[config.mk]
export PLATFORM = sky130hd
export DESIGN_NAME = dps_sequencer
export DESIGN_NICKNAME = d
export VERILOG_FILES = /design/src/common/dps_pkg.sv /design/src/hw/dps_icache.sv /design/src/hw/dps_sequencer.sv
export SDC_FILE = /design/constraint.sdc
export NUM_CORES = 2
export LEC_CHECK = 0
export BUFFER_PORTS_ARGS = -buffer_cell sky130_fd_sc_hd__buf_2
export CORE_MARGIN = 2
export CORE_UTILIZATION = 46
export CTS_CLUSTER_DIAMETER = 80
export DETAILED_ROUTE_END_ITERATION = 7
export MAX_ROUTING_LAYER = met4
export PLACE_DENSITY = 0.68
export SLEW_MARGIN = 15
export SYNTH_ARGS = -nofsm -noshare
export SYNTH_HDL_FRONTEND = slang
export SYNTH_SLANG_ARGS = --single-unit
export TNS_END_PERCENT = 1
[constraint.sdc]
create_clock -name clk -period 9.2 [get_ports clk]
set_input_delay 0.92 -clock clk [delete_from_list [all_inputs] [get_ports clk]]
set_output_delay 0.92 -clock clk [all_outputs]
set_load 0.05 [all_outputs]
[src/common/dps_pkg.sv]
// Shared constants and carriers for the program sequencer block.
// Assumes a single 40 MHz core clock and active-low asynchronous reset.
package dps_pkg;
  localparam int ADDR_W = 24;
  localparam int INSTR_W = 48;
  localparam int TIMER_W = 32;
  localparam int CACHE_SETS = 16;
  localparam int CACHE_WAYS = 2;
  localparam int SET_W = 4;
  localparam int TAG_W = ADDR_W - SET_W;
  localparam int LOOP_DEPTH = 6;
  localparam int LOOP_CNT_W = 32;
  localparam int STAT_DEPTH = 5;
  localparam int ASTAT_W = 32;
  localparam int MODE_W = 32;
  localparam int N_EXT_IRQ = 4;
  localparam int N_INT_IRQ = 9;
  localparam int N_SW_IRQ = 8;
  localparam int N_IRQ = N_EXT_IRQ + N_INT_IRQ + N_SW_IRQ;
  localparam int IRQ_IDX_W = 5;
  // Position of the timer among internal interrupts
  localparam int TIMER_IRQ_BIT = N_EXT_IRQ;
  localparam logic [ADDR_W-1:0] RESET_VECTOR = 24'h000008;
  localparam logic [ADDR_W-1:0] VECTOR_BASE = 24'h000000;
  localparam int VECTOR_SHIFT = 3;
  // Mode word bit positions for register bank selects and interrupt enable
  localparam int MODE_SRD_LO = 0;
  localparam int MODE_SRD_HI = 1;
  localparam int MODE_SAG1_LO = 2;
  localparam int MODE_SAG1_HI = 3;
  localparam int MODE_SAG2_LO = 4;
  localparam int MODE_SAG2_HI = 5;
  localparam int MODE_SMR = 6;
  localparam int MODE_IRPTEN = 12;
  localparam logic [MODE_W-1:0] MODE_RESET = 32'h00000000;

  typedef struct packed {
    logic data_lo;
    logic data_hi;
    logic agu1_lo;
    logic agu1_hi;
    logic agu2_lo;
    logic agu2_hi;
    logic mult_res;
  } dps_bank_sel_t;

  typedef struct packed {
    logic [ADDR_W-1:0] start;
    logic [ADDR_W-1:0] last;
    logic [LOOP_CNT_W-1:0] count;
  } dps_loop_t;

  typedef struct packed {
    logic [ASTAT_W-1:0] astat;
    logic [MODE_W-1:0] mode;
  } dps_status_t;

  typedef struct packed {
    logic valid;
    logic [ADDR_W-1:0] addr;
    logic [INSTR_W-1:0] word;
  } dps_stage_t;
endpackage

[src/hw/dps_icache.sv]
`timescale 1ns/1ps
// Selective two-way set-associative instruction cache.
// Assumes lookups and fills use the fetch address of the same cycle.
module dps_icache #(
  parameter int SETS = dps_pkg::CACHE_SETS
) (
  input wire logic clk,
  input wire logic rst_n,
  input wire logic [dps_pkg::ADDR_W-1:0] lookup_addr,
  output logic hit,
  output logic [dps_pkg::INSTR_W-1:0] hit_word,
  input wire logic fill_en,
  input wire logic [dps_pkg::ADDR_W-1:0] fill_addr,
  input wire logic [dps_pkg::INSTR_W-1:0] fill_word
);
  localparam int TW = dps_pkg::TAG_W;
  localparam int SW = dps_pkg::SET_W;

  logic [TW-1:0] tag_q [dps_pkg::CACHE_WAYS][SETS];
  logic [dps_pkg::INSTR_W-1:0] data_q [dps_pkg::CACHE_WAYS][SETS];
  logic [SETS-1:0] vld_q [dps_pkg::CACHE_WAYS];
  logic [SETS-1:0] lru_q;

  wire [SW-1:0] l_set = lookup_addr[SW-1:0];
  wire [TW-1:0] l_tag = lookup_addr[dps_pkg::ADDR_W-1:SW];
  wire [SW-1:0] f_set = fill_addr[SW-1:0];
  wire hit0 = vld_q[0][l_set] && tag_q[0][l_set] == l_tag;
  wire hit1 = vld_q[1][l_set] && tag_q[1][l_set] == l_tag;
  // Victim is the least recently used way
  wire victim = lru_q[f_set];

  // Combinational hit and word select
  assign hit = hit0 || hit1;
  assign hit_word = hit1 ? data_q[1][l_set] : data_q[0][l_set];

  // Valid bits and LRU state
  always_ff @(posedge clk or negedge rst_n) begin
    if (!rst_n) begin
      vld_q[0] <= '0;
      vld_q[1] <= '0;
      lru_q <= '0;
    end else if (fill_en) begin
      vld_q[victim][f_set] <= 1'b1;
      lru_q[f_set] <= ~victim;
    end else if (hit) begin
      lru_q[l_set] <= ~hit1;
    end
  end

  // Tag and data arrays, no reset needed
  always_ff @(posedge clk) begin
    if (fill_en) begin
      tag_q[victim][f_set] <= fill_addr[dps_pkg::ADDR_W-1:SW];
      data_q[victim][f_set] <= fill_word;
    end
  end
endmodule

[src/hw/dps_sequencer.sv]
`timescale 1ns/1ps
// Program sequencer: fetch/decode/execute, loops, interrupts, timer, cache.
// Assumes program memory answers in the cycle after the address appears.
//
// Functional notes
// [RULE_01] Sequencer drives every fetch address
// [RULE_02] Program address is 24 bits
// [RULE_03] Instruction words are 48 bits wide
// [RULE_04] Controls loops and evaluates conditions
// [RULE_05] Hardware loop counter and loop stack
// [RULE_06] Overlapped fetch, decode, execute stages
// [RULE_07] Two-way cache holding 32 instructions
// [RULE_08] Cache only fetches colliding with data
// [RULE_09] Cache hit frees program memory
// [RULE_10] Alternate banks, primary after reset
// [RULE_11] Data file halves switch independently
// [RULE_12] Address generator halves switch independently
// [RULE_13] Four external, nine internal, eight software interrupts
// [RULE_14] Status stack five deep for these interrupts; code pushes status only for the external and timer interrupts
// [RULE_15] Exceptions interrupt; accepted any time
// [RULE_16] Enabled timer decrements every cycle
// [RULE_17] Zero count raises interrupt and expiry pin
// [RULE_18] Reload from period, continue next cycle
// [RULE_19] Loop end jumps back or pops
// [RULE_20] Bank select changes never disturb contents
module dps_sequencer #(
  parameter int LOOP_DEPTH = dps_pkg::LOOP_DEPTH,
  parameter int STAT_DEPTH = dps_pkg::STAT_DEPTH
) (
  input wire logic clk,
  input wire logic rst_n,
  output logic [dps_pkg::ADDR_W-1:0] program_memory_address_bus,
  output logic pm_fetch_rd,
  input wire logic [dps_pkg::INSTR_W-1:0] pm_rdata,
  input wire logic pm_data_access,
  output logic [dps_pkg::INSTR_W-1:0] exec_instr,
  output logic exec_valid,
  input wire logic branch_req,
  input wire logic [dps_pkg::ADDR_W-1:0] branch_target,
  input wire logic cond_code_true,
  input wire logic cond_instr,
  input wire logic loop_push,
  input wire logic [dps_pkg::ADDR_W-1:0] loop_last_addr,
  input wire logic [dps_pkg::LOOP_CNT_W-1:0] loop_count_in,
  output logic loop_stack_full,
  input wire logic [dps_pkg::N_EXT_IRQ-1:0] ext_irq,
  input wire logic [dps_pkg::N_INT_IRQ-1:0] int_irq,
  input wire logic [dps_pkg::N_SW_IRQ-1:0] sw_irq,
  input wire logic rti,
  input wire logic [dps_pkg::ASTAT_W-1:0] astat_in,
  output logic [dps_pkg::ASTAT_W-1:0] astat_restore,
  output logic astat_restore_valid,
  input wire logic mode_wr,
  input wire logic [dps_pkg::MODE_W-1:0] mode_wdata,
  output logic [dps_pkg::MODE_W-1:0] primary_mode_control_word,
  output dps_pkg::dps_bank_sel_t bank_sel,
  output logic status_stack_overflow,
  input wire logic timer_enable,
  input wire logic timer_period_wr,
  input wire logic [dps_pkg::TIMER_W-1:0] timer_period_in,
  output logic [dps_pkg::TIMER_W-1:0] timer_count,
  output logic timer_expired_out
);
  localparam int AW = dps_pkg::ADDR_W;
  localparam int LPW = $clog2(LOOP_DEPTH + 1);
  localparam int SPW = $clog2(STAT_DEPTH + 1);

  typedef enum logic [1:0] {DPS_RUN, DPS_FLUSH} dps_state_t;

  ////////////////////////////////////////////////////////////////////////////
  // State registers
  dps_state_t state_q;
  logic [AW-1:0] fetch_pc_q;
  dps_pkg::dps_stage_t dec_q;
  dps_pkg::dps_stage_t exe_q;
  logic fetch_pend_q;
  logic [AW-1:0] fetch_addr_q;
  logic fetch_from_cache_q;
  logic [dps_pkg::INSTR_W-1:0] cache_word_q;
  logic fill_pend_q;
  dps_pkg::dps_loop_t loop_stk_q [LOOP_DEPTH];
  logic [LPW-1:0] loop_sp_q;
  dps_pkg::dps_status_t stat_stk_q [STAT_DEPTH];
  logic [SPW-1:0] stat_sp_q;
  logic [dps_pkg::MODE_W-1:0] mode_q;
  logic [dps_pkg::N_IRQ-1:0] irq_lat_q;
  logic [dps_pkg::N_IRQ-1:0] irq_busy_q;
  logic [dps_pkg::TIMER_W-1:0] tcount_q;
  logic [dps_pkg::TIMER_W-1:0] tperiod_q;
  logic texp_q;
  logic [dps_pkg::ASTAT_W-1:0] astat_rst_q;
  logic astat_rst_v_q;
  logic ovf_q;
  logic fetch_rd_q;
  logic loop_full_q;

  ////////////////////////////////////////////////////////////////////////////
  // Cache
  logic c_hit;
  logic [dps_pkg::INSTR_W-1:0] c_word;

  // Fill in the cycle after a fetch lost to a data access
  wire fill_en = fill_pend_q; // RULE_08

  dps_icache u_cache (
    .clk(clk),
    .rst_n(rst_n),
    .lookup_addr(fetch_pc_q),
    .hit(c_hit),
    .hit_word(c_word),
    .fill_en(fill_en),
    .fill_addr(fetch_pc_q),
    .fill_word(pm_rdata)
  ); // RULE_07

  ////////////////////////////////////////////////////////////////////////////
  // Fetch arbitration
  // Data access owns memory; fetch stalls unless cache supplies the instruction
  wire use_cache = pm_data_access && c_hit; // RULE_09
  wire fetch_stall = pm_data_access && !c_hit;
  wire fetch_go = !fetch_stall && !fill_pend_q;
  wire [dps_pkg::INSTR_W-1:0] fetched_word = fetch_from_cache_q ? cache_word_q : pm_rdata; // RULE_03

  ////////////////////////////////////////////////////////////////////////////
  // Loop top-of-stack decode
  wire loop_active = loop_sp_q != '0;
  wire [LPW-1:0] loop_top = loop_sp_q - LPW'(1);
  dps_pkg::dps_loop_t top_loop;
  assign top_loop = loop_stk_q[loop_top];
  wire at_loop_end = loop_active && fetch_go && fetch_pc_q == top_loop.last;
  wire loop_again = at_loop_end && top_loop.count > dps_pkg::LOOP_CNT_W'(1); // RULE_19
  wire loop_pop = at_loop_end && !loop_again; // RULE_19
  assign loop_stack_full = loop_full_q;

  ////////////////////////////////////////////////////////////////////////////
  // Condition evaluation and branch take in execute
  wire take_branch = exe_q.valid && branch_req && (!cond_instr || cond_code_true); // RULE_04

  ////////////////////////////////////////////////////////////////////////////
  // Interrupt priority: lowest index wins
  wire timer_zero = timer_enable && tcount_q == '0;
  wire [dps_pkg::N_IRQ-1:0] irq_src = {sw_irq, int_irq, ext_irq}; // RULE_13
  wire [dps_pkg::N_IRQ-1:0] irq_pend = irq_lat_q & ~irq_busy_q;
  wire irq_en = mode_q[dps_pkg::MODE_IRPTEN];
  logic [dps_pkg::IRQ_IDX_W-1:0] irq_idx;
  always_comb begin
    irq_idx = '0;
    for (int i = dps_pkg::N_IRQ - 1; i >= 0; i--) begin
      if (irq_pend[i]) begin
        irq_idx = dps_pkg::IRQ_IDX_W'(i);
      end
    end
  end
  // Accepted at any fetch point with no branch taken in execute, not just loop boundaries
  wire irq_take = irq_en && |irq_pend && !take_branch && fetch_go; // RULE_15
  wire stacks_status = irq_idx < dps_pkg::IRQ_IDX_W'(dps_pkg::N_EXT_IRQ + 1); // RULE_14
  wire stat_push = irq_take && stacks_status && stat_sp_q != SPW'(STAT_DEPTH);
  wire stat_pop = rti && stat_sp_q != '0;
  wire [SPW-1:0] stat_top = stat_sp_q - SPW'(1);
  wire [AW-1:0] irq_vector = dps_pkg::VECTOR_BASE + (AW'(irq_idx) << dps_pkg::VECTOR_SHIFT);
  wire [dps_pkg::N_IRQ-1:0] irq_onehot = dps_pkg::N_IRQ'(1) << irq_idx;

  ////////////////////////////////////////////////////////////////////////////
  // Next fetch address select
  logic [AW-1:0] pc_d;
  always_comb begin
    pc_d = fetch_pc_q;
    if (take_branch) begin
      pc_d = branch_target;
    end else if (irq_take) begin
      pc_d = irq_vector;
    end else if (loop_again) begin
      pc_d = top_loop.start; // RULE_05
    end else if (fetch_go) begin
      pc_d = fetch_pc_q + AW'(1); // RULE_01
    end
  end
  wire flush = take_branch || irq_take;

  ////////////////////////////////////////////////////////////////////////////
  // Fetch address and pipeline stages
  always_ff @(posedge clk or negedge rst_n) begin
    if (!rst_n) begin
      state_q <= DPS_RUN;
      fetch_pc_q <= dps_pkg::RESET_VECTOR;
      fetch_pend_q <= 1'b0;
      fetch_addr_q <= '0;
      fetch_from_cache_q <= 1'b0;
      cache_word_q <= '0;
      fill_pend_q <= 1'b0;
      fetch_rd_q <= 1'b0;
      dec_q <= '0;
      exe_q <= '0;
    end else begin
      state_q <= flush ? DPS_FLUSH : DPS_RUN;
      fetch_pc_q <= pc_d; // RULE_02
      fetch_pend_q <= fetch_go && !flush;
      fetch_addr_q <= fetch_pc_q;
      fetch_from_cache_q <= use_cache;
      cache_word_q <= c_word;
      fill_pend_q <= fetch_stall && !fill_pend_q && !flush; // RULE_08
      fetch_rd_q <= fetch_go && !flush && !use_cache; // RULE_09
      // Fetch -> decode -> execute overlap
      dec_q.valid <= fetch_pend_q && state_q == DPS_RUN && !flush; // RULE_06
      dec_q.addr <= fetch_addr_q;
      dec_q.word <= fetched_word;
      exe_q.valid <= dec_q.valid && !flush; // RULE_06
      exe_q.addr <= dec_q.addr;
      exe_q.word <= dec_q.word;
    end
  end

  ////////////////////////////////////////////////////////////////////////////
  // Loop stack
  always_ff @(posedge clk or negedge rst_n) begin
    if (!rst_n) begin
      loop_sp_q <= '0;
      loop_full_q <= 1'b0;
      for (int i = 0; i < LOOP_DEPTH; i++) begin
        loop_stk_q[i] <= '0;
      end
    end else if (loop_push && !loop_stack_full) begin
      loop_stk_q[loop_sp_q] <= '{start: exe_q.addr + AW'(1), last: loop_last_addr,
                                 count: loop_count_in}; // RULE_05
      loop_sp_q <= loop_sp_q + LPW'(1);
      loop_full_q <= loop_sp_q == LPW'(LOOP_DEPTH - 1);
    end else if (loop_again) begin
      loop_stk_q[loop_top].count <= top_loop.count - dps_pkg::LOOP_CNT_W'(1); // RULE_05
    end else if (loop_pop) begin
      loop_sp_q <= loop_top; // RULE_19
      loop_full_q <= 1'b0;
    end
  end

  ////////////////////////////////////////////////////////////////////////////
  // Interrupt latch, status stack and mode word
  always_ff @(posedge clk or negedge rst_n) begin
    if (!rst_n) begin
      irq_lat_q <= '0;
      irq_busy_q <= '0;
      stat_sp_q <= '0;
      mode_q <= dps_pkg::MODE_RESET; // RULE_10
      astat_rst_q <= '0;
      astat_rst_v_q <= 1'b0;
      ovf_q <= 1'b0;
      for (int i = 0; i < STAT_DEPTH; i++) begin
        stat_stk_q[i] <= '0;
      end
    end else begin
      // New requests win over the clear of the one taken
      irq_lat_q <= (irq_lat_q & ~(irq_take ? irq_onehot : '0)) | irq_src
                   | (timer_zero ? dps_pkg::N_IRQ'(1) << dps_pkg::TIMER_IRQ_BIT : '0); // RULE_15
      astat_rst_v_q <= stat_pop;
      if (irq_take && stacks_status && !stat_push) begin
        ovf_q <= 1'b1;
      end
      if (stat_push) begin
        stat_stk_q[stat_sp_q] <= '{astat: astat_in, mode: mode_q}; // RULE_14
        stat_sp_q <= stat_sp_q + SPW'(1);
      end else if (stat_pop) begin
        astat_rst_q <= stat_stk_q[stat_top].astat;
        mode_q <= stat_stk_q[stat_top].mode; // RULE_14
        stat_sp_q <= stat_top;
      end else if (mode_wr) begin
        mode_q <= mode_wdata; // RULE_20
      end
      if (irq_take) begin
        irq_busy_q <= irq_busy_q | irq_onehot;
      end else if (rti) begin
        irq_busy_q <= irq_busy_q & (irq_busy_q - dps_pkg::N_IRQ'(1));
      end
    end
  end

  ////////////////////////////////////////////////////////////////////////////
  // Interval timer
  always_ff @(posedge clk or negedge rst_n) begin
    if (!rst_n) begin
      tcount_q <= '0;
      tperiod_q <= '0;
      texp_q <= 1'b0;
    end else begin
      if (timer_period_wr) begin
        tperiod_q <= timer_period_in;
      end
      texp_q <= timer_zero; // RULE_17
      if (timer_zero) begin
        tcount_q <= tperiod_q; // RULE_18
      end else if (timer_enable) begin
        tcount_q <= tcount_q - dps_pkg::TIMER_W'(1); // RULE_16
      end
    end
  end

  ////////////////////////////////////////////////////////////////////////////
  // Outputs, each from a flip-flop
  // Bank selects only steer later accesses; banks are never copied
  assign bank_sel = '{data_lo: mode_q[dps_pkg::MODE_SRD_LO],
                      data_hi: mode_q[dps_pkg::MODE_SRD_HI], // RULE_11
                      agu1_lo: mode_q[dps_pkg::MODE_SAG1_LO],
                      agu1_hi: mode_q[dps_pkg::MODE_SAG1_HI], // RULE_12
                      agu2_lo: mode_q[dps_pkg::MODE_SAG2_LO],
                      agu2_hi: mode_q[dps_pkg::MODE_SAG2_HI],
                      mult_res: mode_q[dps_pkg::MODE_SMR]}; // RULE_10
  assign program_memory_address_bus = fetch_pc_q; // RULE_01
  assign pm_fetch_rd = fetch_rd_q;
  assign exec_instr = exe_q.word;
  assign exec_valid = exe_q.valid;
  assign primary_mode_control_word = mode_q;
  assign status_stack_overflow = ovf_q;
  assign astat_restore = astat_rst_q;
  assign astat_restore_valid = astat_rst_v_q;
  assign timer_count = tcount_q;
  assign timer_expired_out = texp_q;
endmodule

Yosys cells after proc, flatten, opt, wreduce, memory -nomap -nowiden
Memory sizes are Yosys's and may differ from the RTL's.
Cells that the tools add are included.
- register bits: 1275
- bits in latches: 0
- bits in writable memories: 2176
- bits in read-only memories: 0
- input bits: 256
- logic and storage cells: 264
- memories kept: 2
- memory list (memory ; words ; width ; rd ports ; clocked after memory_dff ; wr ports ; line ; source):
    u_cache.data_q ; 2 ; 768 ; 2 ; 0 ; 1 ; dps_icache.sv:20 ; logic [dps_pkg::INSTR_W-1:0] data_q [dps_pkg::CACHE_WAYS][SETS];
    u_cache.tag_q ; 2 ; 320 ; 2 ; 0 ; 1 ; dps_icache.sv:19 ; logic [TW-1:0] tag_q [dps_pkg::CACHE_WAYS][SETS];
- add/sub/neg operators: 9
- multipliers: 0
- divide/modulo/power cells: 0
- magnitude comparators: 15
- equal/unequal tests: 6
- shift operators: 1
- mux-type cells: 94
- bitwise gates (word level): 18
- reductions and logical operators: 62
- operators by type and width (kind ; count):
    $bwmux W480 ; 2
    $mux W480 ; 2
    $mux W768 ; 1
    $demux W80 S3 ; 2
    $bmux W48 S4 ; 2
    $mux W48 ; 7
    $bwmux W320 ; 1
    $mux W320 ; 1
    $bmux W80 S3 ; 1
    $mux W80 ; 3
    $bmux W64 S3 ; 1
    $demux W48 S4 ; 1
    $demux W64 S3 ; 1
    $mux W64 ; 3
    $bmux W20 S4 ; 2
    $mux W32 ; 5
    $mux W5 ; 22
    $mux W20 ; 5
    $mux W24 ; 4
    $demux W20 S4 ; 1
    $sub A32 B1 Y32 const B ; 2
    $and A21 B21 Y21 ; 3
    $mux W21 ; 3
    $add A24 B1 Y24 const B ; 2
    other kinds (44) ; 128

Depth between registers and ports, before layout
- depth in word-level cells: 29
- mapped depth: 26
- mapped depth without buffers: 13

Hierarchy
Synthesis repeated with hierarchy kept, for this count alone.
- cells, all modules: 8270
- area total of the unflattened synthesis: 141020.2 um^2
- modules (own cells, without submodules) (module ; instances ; cells each ; area an instance (um^2) ; seq. area each (um^2)):
    dps_icache ; 1 ; 3695 ; 86156.4 ; 66543.8
    dps_sequencer ; 1 ; 4575 ; 54863.9 ; 30705.7

Least setup slack after synthesis
OpenSTA, ideal clock, no wires.
- kind: register -> register
- from: register fetch_pc_q[0], in the netlist program_memory_address_bus[0]
- to: memory u_cache.data_q[0][720] (netlist name) (enable)
- data arrival time: 6502 ps
- data required time: 8704 ps
- setup slack: 2203 ps
- cell stages (with the launch flop): 13
- cells stage by stage: dfrtp_1 buf_4 buf_4 buf_4 buf_2 buf_2 buf_2 mux4_2 mux4_2 nand2b_1 clkbuf_1 buf_1 nor2_1
- cells in the longest elaborated chain, start to end: 6
- elaborated cells on any way between the ends: 9
- ends and longest elaborated chain (item ; line ; source):
    start, declared ; dps_sequencer.sv:73 ; logic [AW-1:0] fetch_pc_q;
    start signal, assigned ; dps_sequencer.sv:185 ; fetch_pc_q <= dps_pkg::RESET_VECTOR;
    start signal, assigned ; dps_sequencer.sv:196 ; fetch_pc_q <= pc_d;
    $not A4 Y5 (not written as such) ; dps_icache.sv:54 ; data_q[victim][f_set] <= fill_word;
    $ge A5 B5 Y1 (not written as such) / $lt A5 B1 Y1 (equally long branches) ; dps_icache.sv:54 ;
    $logic_and A1 B1 Y1 (not written as such) ; dps_icache.sv:54 ;
    $mux W48 (not written as such) ; dps_icache.sv:54 ;
    $demux W48 S4 ; dps_icache.sv:54 ;
    $mux W768 (not written as such) ; dps_icache.sv:54 ;
    end, declared ; dps_icache.sv:20 ;
Several ways; a longest one is shown, not always the timed one. The select of a mux whose other input is x is not followed.

Worst setup path in the final report
- from: register loop_sp_q[0]
- to: register loop_stk_q[403] (netlist name)
- cells in the longest elaborated chain, start to end: 9
- elaborated cells on any way between the ends: 28
- ends and longest elaborated chain (item ; line ; source):
    start, declared ; dps_sequencer.sv:82 ; logic [LPW-1:0] loop_sp_q;
    start signal, assigned ; dps_sequencer.sv:225 ; loop_sp_q <= loop_sp_q + LPW'(1);
    start signal, assigned ; dps_sequencer.sv:230 ; loop_sp_q <= loop_top;
    $sub A3 B1 Y3 ; dps_sequencer.sv:127 ; wire [LPW-1:0] loop_top = loop_sp_q - LPW'(1);
    $not A3 Y4 (not written as such) ; dps_sequencer.sv:129, dps_sequencer.sv:228 ;
    $bmux W80 S3, or another cell as far along ; dps_sequencer.sv:129 ; assign top_loop = loop_stk_q[loop_top];
    $mux W80 (not written as such) / $logic_and A1 B1 Y1 (equally long branches) ; dps_sequencer.sv:129, dps_sequencer.sv:228 ;
    $mux W80 (not written as such) / $mux W32 (equally long branches) ; dps_sequencer.sv:129, dps_sequencer.sv:228 ;
    $sub A32 B1 Y32, or another cell as far along ; dps_sequencer.sv:228 ; loop_stk_q[loop_top].count <= top_loop.count - dps_pkg::LOOP_CNT_W'(1);
    $bwmux W480 / $logic_and A1 B1 Y1 (equally long branches) ; dps_sequencer.sv:228, dps_sequencer.sv:130 ;
    $mux W480 / $logic_and A1 B1 Y1 (equally long branches) ; dps_sequencer.sv:227, dps_sequencer.sv:131 ;
    $mux W480 / $reduce_bool A2 Y1 (equally long branches) ; -- ;
    end signal, assigned by index ; dps_sequencer.sv:223 ; loop_stk_q[loop_sp_q] <= '{start: exe_q.addr + AW'(1), last: loop_last_addr,
    end, declared ; dps_sequencer.sv:81 ; dps_pkg::dps_loop_t loop_stk_q [LOOP_DEPTH];
Several ways; a longest one is shown, not always the timed one. The select of a mux whose other input is x is not followed.
A chain may end at the register's enable or synchronous reset.

==> qor.csv <==
metric,value,unit
"Clk Latency, worst-skew pair",950,ps
Synth top area share,46.3,%
register area share after synthesis,68.9,%
Layout area overhead,13.6,%
Worst Setup Path Type,flip-flop to flip-flop,
worst clock skew,90.7,ps
Pwr Density,335,nW/um2
CTS resizes,0,
First-pass DRT Iterations,8,
time the worst path needs with I/O delays and setup,7110,ps
H-tree Lvls,5,
post-route setup TNS,0,ps
clock tree sinks,3451,
"CTS clk-pin slew, worst paths",60,ps
RSZ-0062 raised after global routing,false,
CTS buffer count,360,
grt ovf,0,
count of final max-slew check failures,0,
CTS root buffer,clkbuf_16,
boundary pin count,437,
maximum clock frequency,0.141,GHz
CP endpoint kind,flip-flop,
"EDFF count, synth",2176,
Core Region,306000,um2
Sw Share,34.1,%
Post-Synthesis Cells,8297,
synth top area cells,"edfxtp_1, dfrtp_1, mux4_2",
# DRC,2,
DR iter-0 viols,9930,
nets,9013,
final wirelength,388000,um
Mapped Nets,8569,
fin crit share,77.3,%
share of cells above drive strength 1,29.2,%
Finished Core Util,52.5,%
Startpoint Class,flip-flop,
Worst EP required,10000,ps
Clock Power Share,27.8,%
DR vias,81200,
static leakage,58.9,nW
Die ar.,311000,um2
Post-DRT Antenna Nets,0,
average wire per standard cell,29.4,um
syn_area_per_cell,17.0,um2
register bit count reported by yosys,3451,
largest net degree at the start of global routing,158,
TritonCTS clock tree,yes,
sw power,18.4,mW
failing checks,design-rule violations,
Vias per Instance,6.16,
initial antenna violation count,60,
status,"finished, violations left",
vias in the first global route,82400,
Worst Path Arrival,7910,ps
IO buf count,436,
Die Ht,558,um
routability cong.,0.889,
endpoints failing setup,0,
CTS Hold Bufs,0,
Comb power frac,32.9,%
sequential share of power,39.3,%
post-CTS setup buffer count,0,
worst-path fanout max,64,
Async SR Flop Fraction,36.9,%
Hold WC Path Type,primary input to asynchronous set/reset pin,
Die Wd,558,um
Syn. warnings,0,
All-Layer GR Usage,25.4,%
Syn Std Cell Area,141000,um2
Initial Util,46.2,%
Clock Path Buffers,4,
Final Hold Viols,0,
"Distinct cells, synth",91,
Post-synth top flop,edfxtp_1,
relative slew slack,17.1,%
num rows,203,
worst IR drop on VDD,0.259,mV
post-DP HPWL,216000,um
Layout fillers,24200,
Worst Tran Pin Value,1240,ps
"commonest non-fill, non-tap cell in the layout",edfxtp_1,
MaxCap Viol Count,0,
Internal,35.4,mW
"area leader, netlist",edfxtp_1,
"commonest non-fill, non-tap cells in the layout","edfxtp_1, dfrtp_1, nand2_1",
first-pass GRT wire length,567000,um
flip-flops by register name, indices dropped and copies added (netlist names), 48 cells and up:
| signal | count |
|---|---|
| cache_word_q | 48 |
| dec_q | 73 |
| exec_instr | 48 |
| loop_stk_q | 480 |
| stat_stk_q | 320 |
| u_cache.data_q | 1536 |
| u_cache.tag_q | 640 |
worst max-delay path, cell delays in order, from the launching register on:
cell	delay, ps
dfrtp_4	750
inv_1	470
ha_4	1050
buf_12	390
mux4_2	420
nand2_1	230
a21oi_1	100
nor3_1	810
and4_1	330
nand4_1	150
or2_2	370
a21oi_2	720
o22ai_2	490
buf_4	390
a22o_1	270
Yosys cell counts (all sizes together) (36+ instances only):
cell type	instances
a21oi	151
a22o	212
a22oi	104
a31oi	36
and3	39
buf	275
clkbuf	293
dfrtp	1274
edfxtp	2176
inv	51
mux2	588
mux2i	211
mux4	759
nand2	796
nand3	89
nor2	197
nor3	69
o21ai	346
o2bb2ai	40
o31ai	44
or2	42
xnor2	72
xor2	39
layout make-up:
type / count / area (um2) / area share [%]
antenna: 44 / 110 / 0.0687
clock buffer: 476 / 9930 / 6.19
clock inverter: 189 / 2310 / 1.44
inverter: 59 / 229 / 0.143
multi-input combinational: 4219 / 41400 / 25.8
sequential: 3451 / 97300 / 60.7
tap: 4100 / 5130 / 3.20
timing repair buffer: 650 / 3990 / 2.49
power groups by stage:
stage,clock network [mW],logic [mW],registers [mW]
floorplan,0,11.7,21.6
CTS,15.2,17.7,21.1
finish,14.9,17.7,21.1
global placement,0,17.3,21.2
detailed placement,0,17.6,21.4
global route,15.8,18.8,21.4
cell families after synthesis:
kind of cell             share of synthesized area (%)
XOR/XNOR                                         0.689
buffers and inverters                             2.08
AND/OR/NAND/NOR                                   4.41
adder cells (fa/ha/maj)                          0.142
multiplexers                                      18.3
flip-flops                                        68.9
AO/OA/AOI/OAI                                     5.46
routing by layer:
metal  part of all wire [%]  track usage, %
met2                     47            38.7
met1                     40            34.7
met5                      0               -
met4                    2.8            7.05
met3                    9.8            5.60
per-stage QoR:
stage          hold WS [ps]  instances  worst slack [ps]  power, mW  cell area, um2
2_1_floorplan           331       8297              2200       33.3          141000
3_3_place_gp            331      12500              2160       38.5          148000
3_5_place_dp            335      12500              2060       39.0          148000
4_1_cts                38.3      13100              2060       54.0          160000
5_1_grt                48.0      13200              1840       56.0          160000
6_report               13.6      13200              2090       53.8          160000
path summary, 6_finish.rpt:
check	from	endpoint	slack, ps	cells after the start
max	loop_sp_q[0]	loop_stk_q[403]	2090	14
min in group clk	sw_irq[1]	irq_lat_q[14]	180	2
min	rst_n	loop_stk_q[177]	10	1
min reg2reg	dec_q[71]	exe_q[71]	290	0
max in group asynchronous	rst_n	exec_instr[30]	6940	3
max reg2reg	loop_sp_q[0]	loop_stk_q[403]	2090	14
(Power assumes the default switching activity.)
